File: src/hw/pcr_pkg.sv
/*
  pcr_pkg: constants and carrier types for the power-up clock ratio select block.
  assumes one clock domain (mclk) and a synchronous active-high reset.
*/
package pcr_pkg;
  localparam int PLAT_W = 4;
  localparam int CORE_W = 3;
  localparam int MULT_W = 5;
  // core ratio is carried in halves: 9:2 -> 9
  localparam int HALF_W = 4;
  localparam int MEMDIV_W = 2;
  localparam logic [MEMDIV_W-1:0] MEM_DIV = 2'h2;
  localparam logic [MULT_W-1:0] PLAT_MULT_RST = 5'h00;
  localparam logic [HALF_W-1:0] CORE_HALF_RST = 4'h0;

  typedef struct packed {
    logic [PLAT_W-1:0] platCode;
    logic [CORE_W-1:0] coreCode;
  } pcr_strap_t;

  typedef struct packed {
    logic [MULT_W-1:0] platMult;
    logic [HALF_W-1:0] coreHalves;
    logic [MEMDIV_W-1:0] memDiv;
    logic platBad;
    logic coreBad;
    logic valid;
  } pcr_ratio_t;

  typedef enum logic [1:0] {
    PCR_RESET = 2'b00,
    PCR_LATCH = 2'b01,
    PCR_HOLD = 2'b10
  } pcr_state_t;
endpackage : pcr_pkg

File: src/hw/pcr_ratio_select.sv
/*
  pcr_ratio_select: samples ratio straps at the end of power-on reset and holds the
  decoded platform, core and memory clock ratios until the next power-on reset.
  assumes straps are asynchronous board pins, valid while sys_rst is high.
*/
`timescale 1ns/1ps
`default_nettype none
// Function
// - capture 4-bit platform code from address straps; sets platform clock multiple.
// - platform decode 0->16, 2..6, 8, 9, 10, 12, 13->20; others reserved.
// - capture 3-bit core code ordered bus control, address latch, general-purpose strap.
// - core decode 000 4:1, 001 9:2, 011..111 3:2..7:2; 010 reserved.
// - memory bus clock runs at half the platform clock.
module pcr_ratio_select
  import pcr_pkg::*;
(
  // clock and reset
  input wire logic mclk,
  input wire logic sys_rst,
  // straps
  input wire logic [pcr_pkg::PLAT_W-1:0] platform_ratio_strap,
  input wire logic core_ratio_strap_msb,
  input wire logic core_ratio_strap_mid,
  input wire logic core_ratio_strap_lsb,
  // ratios out
  output var pcr_pkg::pcr_ratio_t ratio,
  output logic [pcr_pkg::PLAT_W-1:0] platCodeOut,
  output logic [pcr_pkg::CORE_W-1:0] coreCodeOut
);
  logic [PLAT_W+CORE_W-1:0] syncA_r;
  logic [PLAT_W+CORE_W-1:0] syncB_r;
  pcr_strap_t codes_r;
  pcr_strap_t codes_nxt;
  pcr_ratio_t ratio_r;
  pcr_ratio_t ratio_nxt;
  pcr_state_t state_r;
  pcr_state_t state_nxt;
  wire [MULT_W-1:0] platMult;
  wire [HALF_W-1:0] coreHalves;
  wire platBad;
  wire coreBad;
  wire [CORE_W-1:0] coreRaw;

  // strap order: bus control is the msb
  assign coreRaw = {core_ratio_strap_msb, core_ratio_strap_mid, core_ratio_strap_lsb};

  // two-flop synchroniser; straps are board pins with no relation to mclk
  always_ff @(posedge mclk) begin
    syncA_r <= {platform_ratio_strap, coreRaw};
    syncB_r <= syncA_r;
  end

  // latch sequence: the last sample while reset is high wins, then freeze
  always_comb begin
    case (state_r)
      PCR_RESET: state_nxt = sys_rst ? PCR_RESET : PCR_LATCH;
      PCR_LATCH: state_nxt = PCR_HOLD;
      PCR_HOLD: state_nxt = PCR_HOLD;
      default: state_nxt = PCR_RESET;
    endcase
  end

  // codes track the synchronised straps during reset only
  assign codes_nxt = (state_r == PCR_RESET) ? pcr_strap_t'(syncB_r) : codes_r;

  pcr_decode u_decode (
    .codes(codes_r),
    .platMult(platMult),
    .coreHalves(coreHalves),
    .platBad(platBad),
    .coreBad(coreBad)
  );

  always_comb begin
    ratio_nxt = ratio_r;
    if (state_r == PCR_LATCH) begin
      ratio_nxt.platMult = platMult;
      ratio_nxt.coreHalves = coreHalves;
      ratio_nxt.memDiv = MEM_DIV;
      ratio_nxt.platBad = platBad; // flags an violation by the board
      ratio_nxt.coreBad = coreBad;
      ratio_nxt.valid = 1'b1;
    end
  end

  always_ff @(posedge mclk) begin
    if (sys_rst) begin
      state_r <= PCR_RESET;
      ratio_r <= '0;
    end else begin
      state_r <= state_nxt;
      ratio_r <= ratio_nxt;
    end
  end

  // codes keep following pins under reset, so no reset value here
  always_ff @(posedge mclk) begin
    codes_r <= codes_nxt;
  end

  assign ratio = ratio_r;
  assign platCodeOut = codes_r.platCode;
  assign coreCodeOut = codes_r.coreCode;

  property p_hold_after_latch;
    @(posedge mclk) disable iff (sys_rst)
      ratio_r.valid |=> $stable(ratio_r) && $stable(codes_r);
  endproperty
  a_hold_after_latch: assert property (p_hold_after_latch) else $error("ratios changed after latch");

  property p_valid_two_after_release;
    @(posedge mclk) $fell(sys_rst) |-> !ratio_r.valid ##1 !ratio_r.valid ##1 ratio_r.valid;
  endproperty
  a_valid_two_after_release: assert property (p_valid_two_after_release) else $error("valid timing wrong");

  property p_plat_16;
    @(posedge mclk) disable iff (sys_rst)
      (ratio_r.valid && codes_r.platCode == 4'h0) |-> ratio_r.platMult == 5'h10;
  endproperty
  a_plat_16: assert property (p_plat_16) else $error("code 0 not 16");

  property p_plat_20;
    @(posedge mclk) disable iff (sys_rst)
      (ratio_r.valid && codes_r.platCode == 4'hd) |-> ratio_r.platMult == 5'h14;
  endproperty
  a_plat_20: assert property (p_plat_20) else $error("code d not 20");

  property p_plat_reserved;
    @(posedge mclk) disable iff (sys_rst)
      ratio_r.valid |-> (ratio_r.platBad == (ratio_r.platMult == 5'h00));
  endproperty
  a_plat_reserved: assert property (p_plat_reserved) else $error("reserved platform flag wrong");

  property p_core_map;
    @(posedge mclk) disable iff (sys_rst)
      (ratio_r.valid && codes_r.coreCode == 3'h1) |-> ratio_r.coreHalves == 4'h9;
  endproperty
  a_core_map: assert property (p_core_map) else $error("core 001 not 9:2");

  property p_core_reserved;
    @(posedge mclk) disable iff (sys_rst)
      ratio_r.valid |-> (ratio_r.coreBad == (codes_r.coreCode == 3'h2));
  endproperty
  a_core_reserved: assert property (p_core_reserved) else $error("reserved core flag wrong");

  property p_mem_half;
    @(posedge mclk) disable iff (sys_rst)
      ratio_r.valid |-> ratio_r.memDiv == 2'h2;
  endproperty
  a_mem_half: assert property (p_mem_half) else $error("memory divider not 2");

  property p_capture_path;
    @(posedge mclk) $fell(sys_rst) |-> codes_r.platCode == $past(syncB_r[PLAT_W+CORE_W-1:CORE_W]);
  endproperty
  a_capture_path: assert property (p_capture_path) else $error("platform code not captured");

  property p_capture_core;
    @(posedge mclk)
      $fell(sys_rst) |-> codes_r.coreCode == $past(syncB_r[CORE_W-1:0]);
  endproperty
  a_capture_core: assert property (p_capture_core) else $error("core code not captured");

  property p_track_in_reset;
    @(posedge mclk)
      state_r == PCR_RESET |=> codes_r == $past(syncB_r);
  endproperty
  a_track_in_reset: assert property (p_track_in_reset) else $error("codes not tracking straps in reset");

  property p_plat_plain;
    @(posedge mclk) disable iff (sys_rst)
      (ratio_r.valid && codes_r.platCode inside {4'h2, 4'h3, 4'h4, 4'h5, 4'h6, 4'h8, 4'h9, 4'ha, 4'hc})
        |-> ratio_r.platMult == {1'b0, codes_r.platCode};
  endproperty
  a_plat_plain: assert property (p_plat_plain) else $error("plain platform code wrong multiple");

  property p_plat_res_codes;
    @(posedge mclk) disable iff (sys_rst)
      (ratio_r.valid && codes_r.platCode inside {4'h1, 4'h7, 4'hb, 4'he, 4'hf})
        |-> ratio_r.platBad && ratio_r.platMult == 5'h00;
  endproperty
  a_plat_res_codes: assert property (p_plat_res_codes) else $error("reserved platform code not flagged");

  property p_core_4to1;
    @(posedge mclk) disable iff (sys_rst)
      (ratio_r.valid && codes_r.coreCode == 3'h0) |-> ratio_r.coreHalves == 4'h8;
  endproperty
  a_core_4to1: assert property (p_core_4to1) else $error("core 000 not 4:1");

  property p_core_plain;
    @(posedge mclk) disable iff (sys_rst)
      (ratio_r.valid && codes_r.coreCode inside {3'h3, 3'h4, 3'h5, 3'h6, 3'h7})
        |-> ratio_r.coreHalves == {1'b0, codes_r.coreCode};
  endproperty
  a_core_plain: assert property (p_core_plain) else $error("core half ratio wrong");

  // a reserved core code must never look like a usable ratio downstream
  property p_core_zero;
    @(posedge mclk) disable iff (sys_rst)
      (ratio_r.valid && ratio_r.coreBad) |-> ratio_r.coreHalves == 4'h0;
  endproperty
  a_core_zero: assert property (p_core_zero) else $error("reserved core ratio not zero");

  property p_latch_one_cycle;
    @(posedge mclk) disable iff (sys_rst)
      state_r == PCR_LATCH |=> state_r == PCR_HOLD;
  endproperty
  a_latch_one_cycle: assert property (p_latch_one_cycle) else $error("latch state not single cycle");

  property p_valid_rise;
    @(posedge mclk) disable iff (sys_rst)
      $rose(ratio_r.valid) |-> $past(state_r) == PCR_LATCH;
  endproperty
  a_valid_rise: assert property (p_valid_rise) else $error("valid rose outside latch");

  property p_reset_clears;
    @(posedge mclk)
      sys_rst |=> state_r == PCR_RESET && !ratio_r.valid && ratio_r.platMult == PLAT_MULT_RST
        && ratio_r.coreHalves == CORE_HALF_RST;
  endproperty
  a_reset_clears: assert property (p_reset_clears) else $error("reset did not clear ratios");

  // covers the latch cycle too, where valid is still low
  property p_codes_freeze;
    @(posedge mclk)
      state_r != PCR_RESET |=> $stable(codes_r);
  endproperty
  a_codes_freeze: assert property (p_codes_freeze) else $error("codes moved after release");
endmodule : pcr_ratio_select
`default_nettype wire

File: src/hw/pcr_decode.sv
/*
  pcr_decode: combinational decode of the two strap codes into ratios.
  assumes codes are already synchronised and latched by the caller.
*/
`timescale 1ns/1ps
`default_nettype none
module pcr_decode
  import pcr_pkg::*;
(
  // codes in
  input wire pcr_pkg::pcr_strap_t codes,
  // decoded ratios
  output logic [pcr_pkg::MULT_W-1:0] platMult,
  output logic [pcr_pkg::HALF_W-1:0] coreHalves,
  output logic platBad,
  output logic coreBad
);
  always_comb begin
    platBad = 1'b0;
    case (codes.platCode)
      4'h0: platMult = 5'h10;
      4'h2: platMult = 5'h02;
      4'h3: platMult = 5'h03;
      4'h4: platMult = 5'h04;
      4'h5: platMult = 5'h05;
      4'h6: platMult = 5'h06;
      4'h8: platMult = 5'h08;
      4'h9: platMult = 5'h09;
      4'ha: platMult = 5'h0a;
      4'hc: platMult = 5'h0c;
      4'hd: platMult = 5'h14;
      default: begin
        platMult = 5'h00;
        platBad = 1'b1;
      end
    endcase
  end

  always_comb begin
    coreBad = 1'b0;
    case (codes.coreCode)
      3'h0: coreHalves = 4'h8;
      3'h1: coreHalves = 4'h9;
      3'h3: coreHalves = 4'h3;
      3'h4: coreHalves = 4'h4;
      3'h5: coreHalves = 4'h5;
      3'h6: coreHalves = 4'h6;
      3'h7: coreHalves = 4'h7;
      default: begin
        coreHalves = 4'h0;
        coreBad = 1'b1;
      end
    endcase
  end
endmodule : pcr_decode
`default_nettype wire

File: config.mk
export PLATFORM = sky130hd
export DESIGN_NAME = pcr_ratio_select
export DESIGN_NICKNAME = d
export VERILOG_FILES = /design/src/hw/pcr_pkg.sv /design/src/hw/pcr_ratio_select.sv /design/src/hw/pcr_decode.sv
export SDC_FILE = /design/constraint.sdc
export NUM_CORES = 1
export LEC_CHECK = 0
export BUFFER_PORTS_ARGS = -buffer_cell sky130_fd_sc_hd__buf_2
export CAP_MARGIN = 40
export CORE_UTILIZATION = 46
export DETAILED_ROUTE_END_ITERATION = 8
export PLACE_DENSITY = 0.83
export SLEW_MARGIN = 5
export SYNTH_ARGS = -nofsm -noshare
export SYNTH_HDL_FRONTEND = slang
export SYNTH_SLANG_ARGS = --single-unit
File: constraint.sdc
create_clock -name mclk -period 1.4 [get_ports mclk]
set_input_delay 0.14 -clock mclk [delete_from_list [all_inputs] [get_ports mclk]]
set_output_delay 0.14 -clock mclk [all_outputs]
set_load 0.01 [all_outputs]
==> results.cfg <==
[worst_setup_path]
startpoint_type = flip-flop
critPathSlowestCell = edfxtp_1
critical_path_class = reg -> reg
worst-endpoint-required_ps = 1680
cpPeakStageDelay_ps = 440
rrSetupSlack_ps = 90
worstPathCellList = buf_4 > buf_4 > o21ai_0 > nand4_1 > a21oi_1
rr_worst_depth = 5
cp-end-kind = flip-flop
cp_top_family = flip-flops
crit_fanout = 6
crit_arrival_ps = 1590
crit_buf_inv = 2
r2r-end = ratio[12]
cp_common_cell = buf_4
worstReg2RegStart = platCodeOut[2]

[clocking]
clk_latency_ps = 340
cts_sinks = 35
numCtsBuffers = 5
cts_tree = yes
clock_path_buffers = 2
root_buffer = clkbuf_4
clk_pin_slew_ps = 110
cts_max_level = 2

[outcome]
status = completed

[sta]
slew_violations = 0
finalCritPeriodShare_pct = 93.7
hold_viol = 0
setup_viol = 0
rsz0062_at_grt = no
clock.fmax_mhz = 763
finalCriticalPeriod_ps = 1310
finalWorstSetupSlack_ps = 88.9
fin_skew_ps = 8.21

[placed_design]
placed_cells = 149
dp_hpwl_mm = 1.23
place_ws_ps = 93.9
gp_congestion = 0.735
numPortBuffers = 28

[global_routing]
grt_pass1_wl_mm = 2.93
grt-ovfl-total = 0
grt_pass1_vias = 719
grt_max_degree = 16
track_usage_pct = 16.4
antenna_found_initial = 0

[floorplan]
start_util_pct = 50.3
dieHeight_um = 51.9
die_area_um2 = 2690
rows = 17
core_um2 = 2280
io_pins = 30
die_w_um = 51.9

[run]
drv_cap = 0

[routing]
postRouteAntennaNets = 0
top_layer_used = met4
num_vias = 783
viasPerCell = 4.72
first_pass_iters = 5
wl_met1_um = 741
dr_wl_met2_um = 908
routed_wirelength_mm = 1.82
drc = 0
wl_per_cell_um = 11.0
wl_met3_um = 130
drt_iter0_markers = 8

[yosys]
synth-seq-area-share_pct = 67.3
ys_ff_latch = 35
netlist_area_um2 = 1140
syn_avg_cell_area_um2 = 12.2
ys_warn_count = 0
synth_cells = 94
synthDistinctLibCells = 30
syn_nets = 106

[final_layout]
drive_gt1_share_pct = 33.3
fin_cells = 166
syn_to_final_growth_pct = 28.0
final_core_util_pct = 64.4
fillers = 188
layout.nets = 149
final_cell_mix = 28 x buf_2, 28 x dfxtp_1, 10 x nor2_1
n_antenna_cell = 0

[power_and_ir_drop]
peakVddDrop_mv = 1.08
p_leak_nw = 0.635
p_total_mw = 2.19
powerDensity_nw_per_um2 = 1500

[hold_path]
holdCritStartpoint = sys_rst
holdPathEnd = ratio[1]
hold_depth = 2
hp-class = in -> reg
[registers in the layout, summed over array words and instances (netlist names)]
| register | count |
|---|---|
| state_r | 2 |
| coreCodeOut | 3 |
| syncA_r | 7 |
| syncB_r | 7 |
| ratio | 12 |
| platCodeOut | 4 |
[where the power goes]
part | switching [mW] | internal, mW
Sequential | 0.0618 | 1.15
Clock | 0.329 | 0.193
Combinational | 0.236 | 0.221
Total | 0.627 | 1.57
[synthesized netlist by cell type (all sizes together)]
cell / instances / area [µm²]
edfxtp: 7 / 210
and3: 1 / 7.51
maj3: 1 / 10.0
nor3: 1 / 5.00
clkbuf: 2 / 8.75
nand4: 1 / 6.26
nand2b: 4 / 25.0
o211ai: 1 / 7.51
a31oi: 1 / 6.26
o21ai: 5 / 25.0
ha: 3 / 37.5
xor2: 1 / 8.76
buf: 5 / 36.3
mux2i: 3 / 30.0
nor2b: 4 / 25.0
nand3: 1 / 5.00
nand2: 2 / 7.51
dfxtp: 28 / 561
nor2: 10 / 37.5
nand3b: 1 / 7.51
o32ai: 1 / 8.76
a311oi: 1 / 8.76
a21oi: 4 / 20.0
a2111oi: 1 / 15.0
conb: 1 / 3.75
inv: 3 / 11.3
or4b: 1 / 10.0
[worst reg2reg max path, cell delays in order, from the launching register on]
cell	delay [ps]
edfxtp_1	440
buf_4	160
buf_4	140
o21ai_0	180
nand4_1	150
a21oi_1	170
[kinds of logic after synthesis]
logic type	Yosys count	share of synthesized area, %
compound gates	14	7.98
flops	35	67.3
fa+ha+maj	4	4.15
mux	3	2.62
other cells	1	0.328
simple gates	26	11.9
buf+inv	10	4.92
xor+xnor	1	0.765
[how the worst max path moves through the flow]
stage	slack (ps)	endpoint	from	cells past startpoint
4_1_cts	70	ratio[10]	platCodeOut[2]	2
2_1_floorplan	-6	ratio[2]	platCodeOut[2]	3
6_report	90	ratio[12]	platCodeOut[2]	5
5_1_grt	8	ratio[13]	state_r[1]	5
3_5_place_dp	90	ratio[10]	platCodeOut[2]	2
3_3_place_gp	140	ratio[2]	platCodeOut[3]	2
[through the flow]
step           TNS (ps)  hold WS, ps  instance area, µm²
6_report              0          153                1470
5_1_grt               0          158                1470
4_1_cts               0          131                1440
3_5_place_dp          0          244                1320
3_3_place_gp          0          242                1320
2_1_floorplan     -5.60          168                1140
[per-layer routing]
metal  vias to the layer above  track usage, %
li1                        399               -
met3                         5            9.65
met5                         -               0
met2                        26            26.9
met1                       353            15.0
met4                         0            10.8
[final cells by class]
cell class / count / area, µm² / area share (%)
clock buffer: 6 / 41.3 / 2.82
timing repair buffer: 43 / 270 / 18.4
multi-input combinational: 49 / 324 / 22.1
clock inverter: 2 / 12.5 / 0.854
inverter: 3 / 11.3 / 0.769
tap: 28 / 35.0 / 2.39
sequential: 35 / 771 / 52.6
[timing repair]
action | 4_1_cts | 5_1_grt
hold buffers | 7 | 0
endpoints found under the setup margin | 0 | 1
buffers inserted | 0 | 2
endpoints found under the hold margin | 7 | 0
gates resized for setup | 0 | 1
Power figures use the tool's default switching activity.
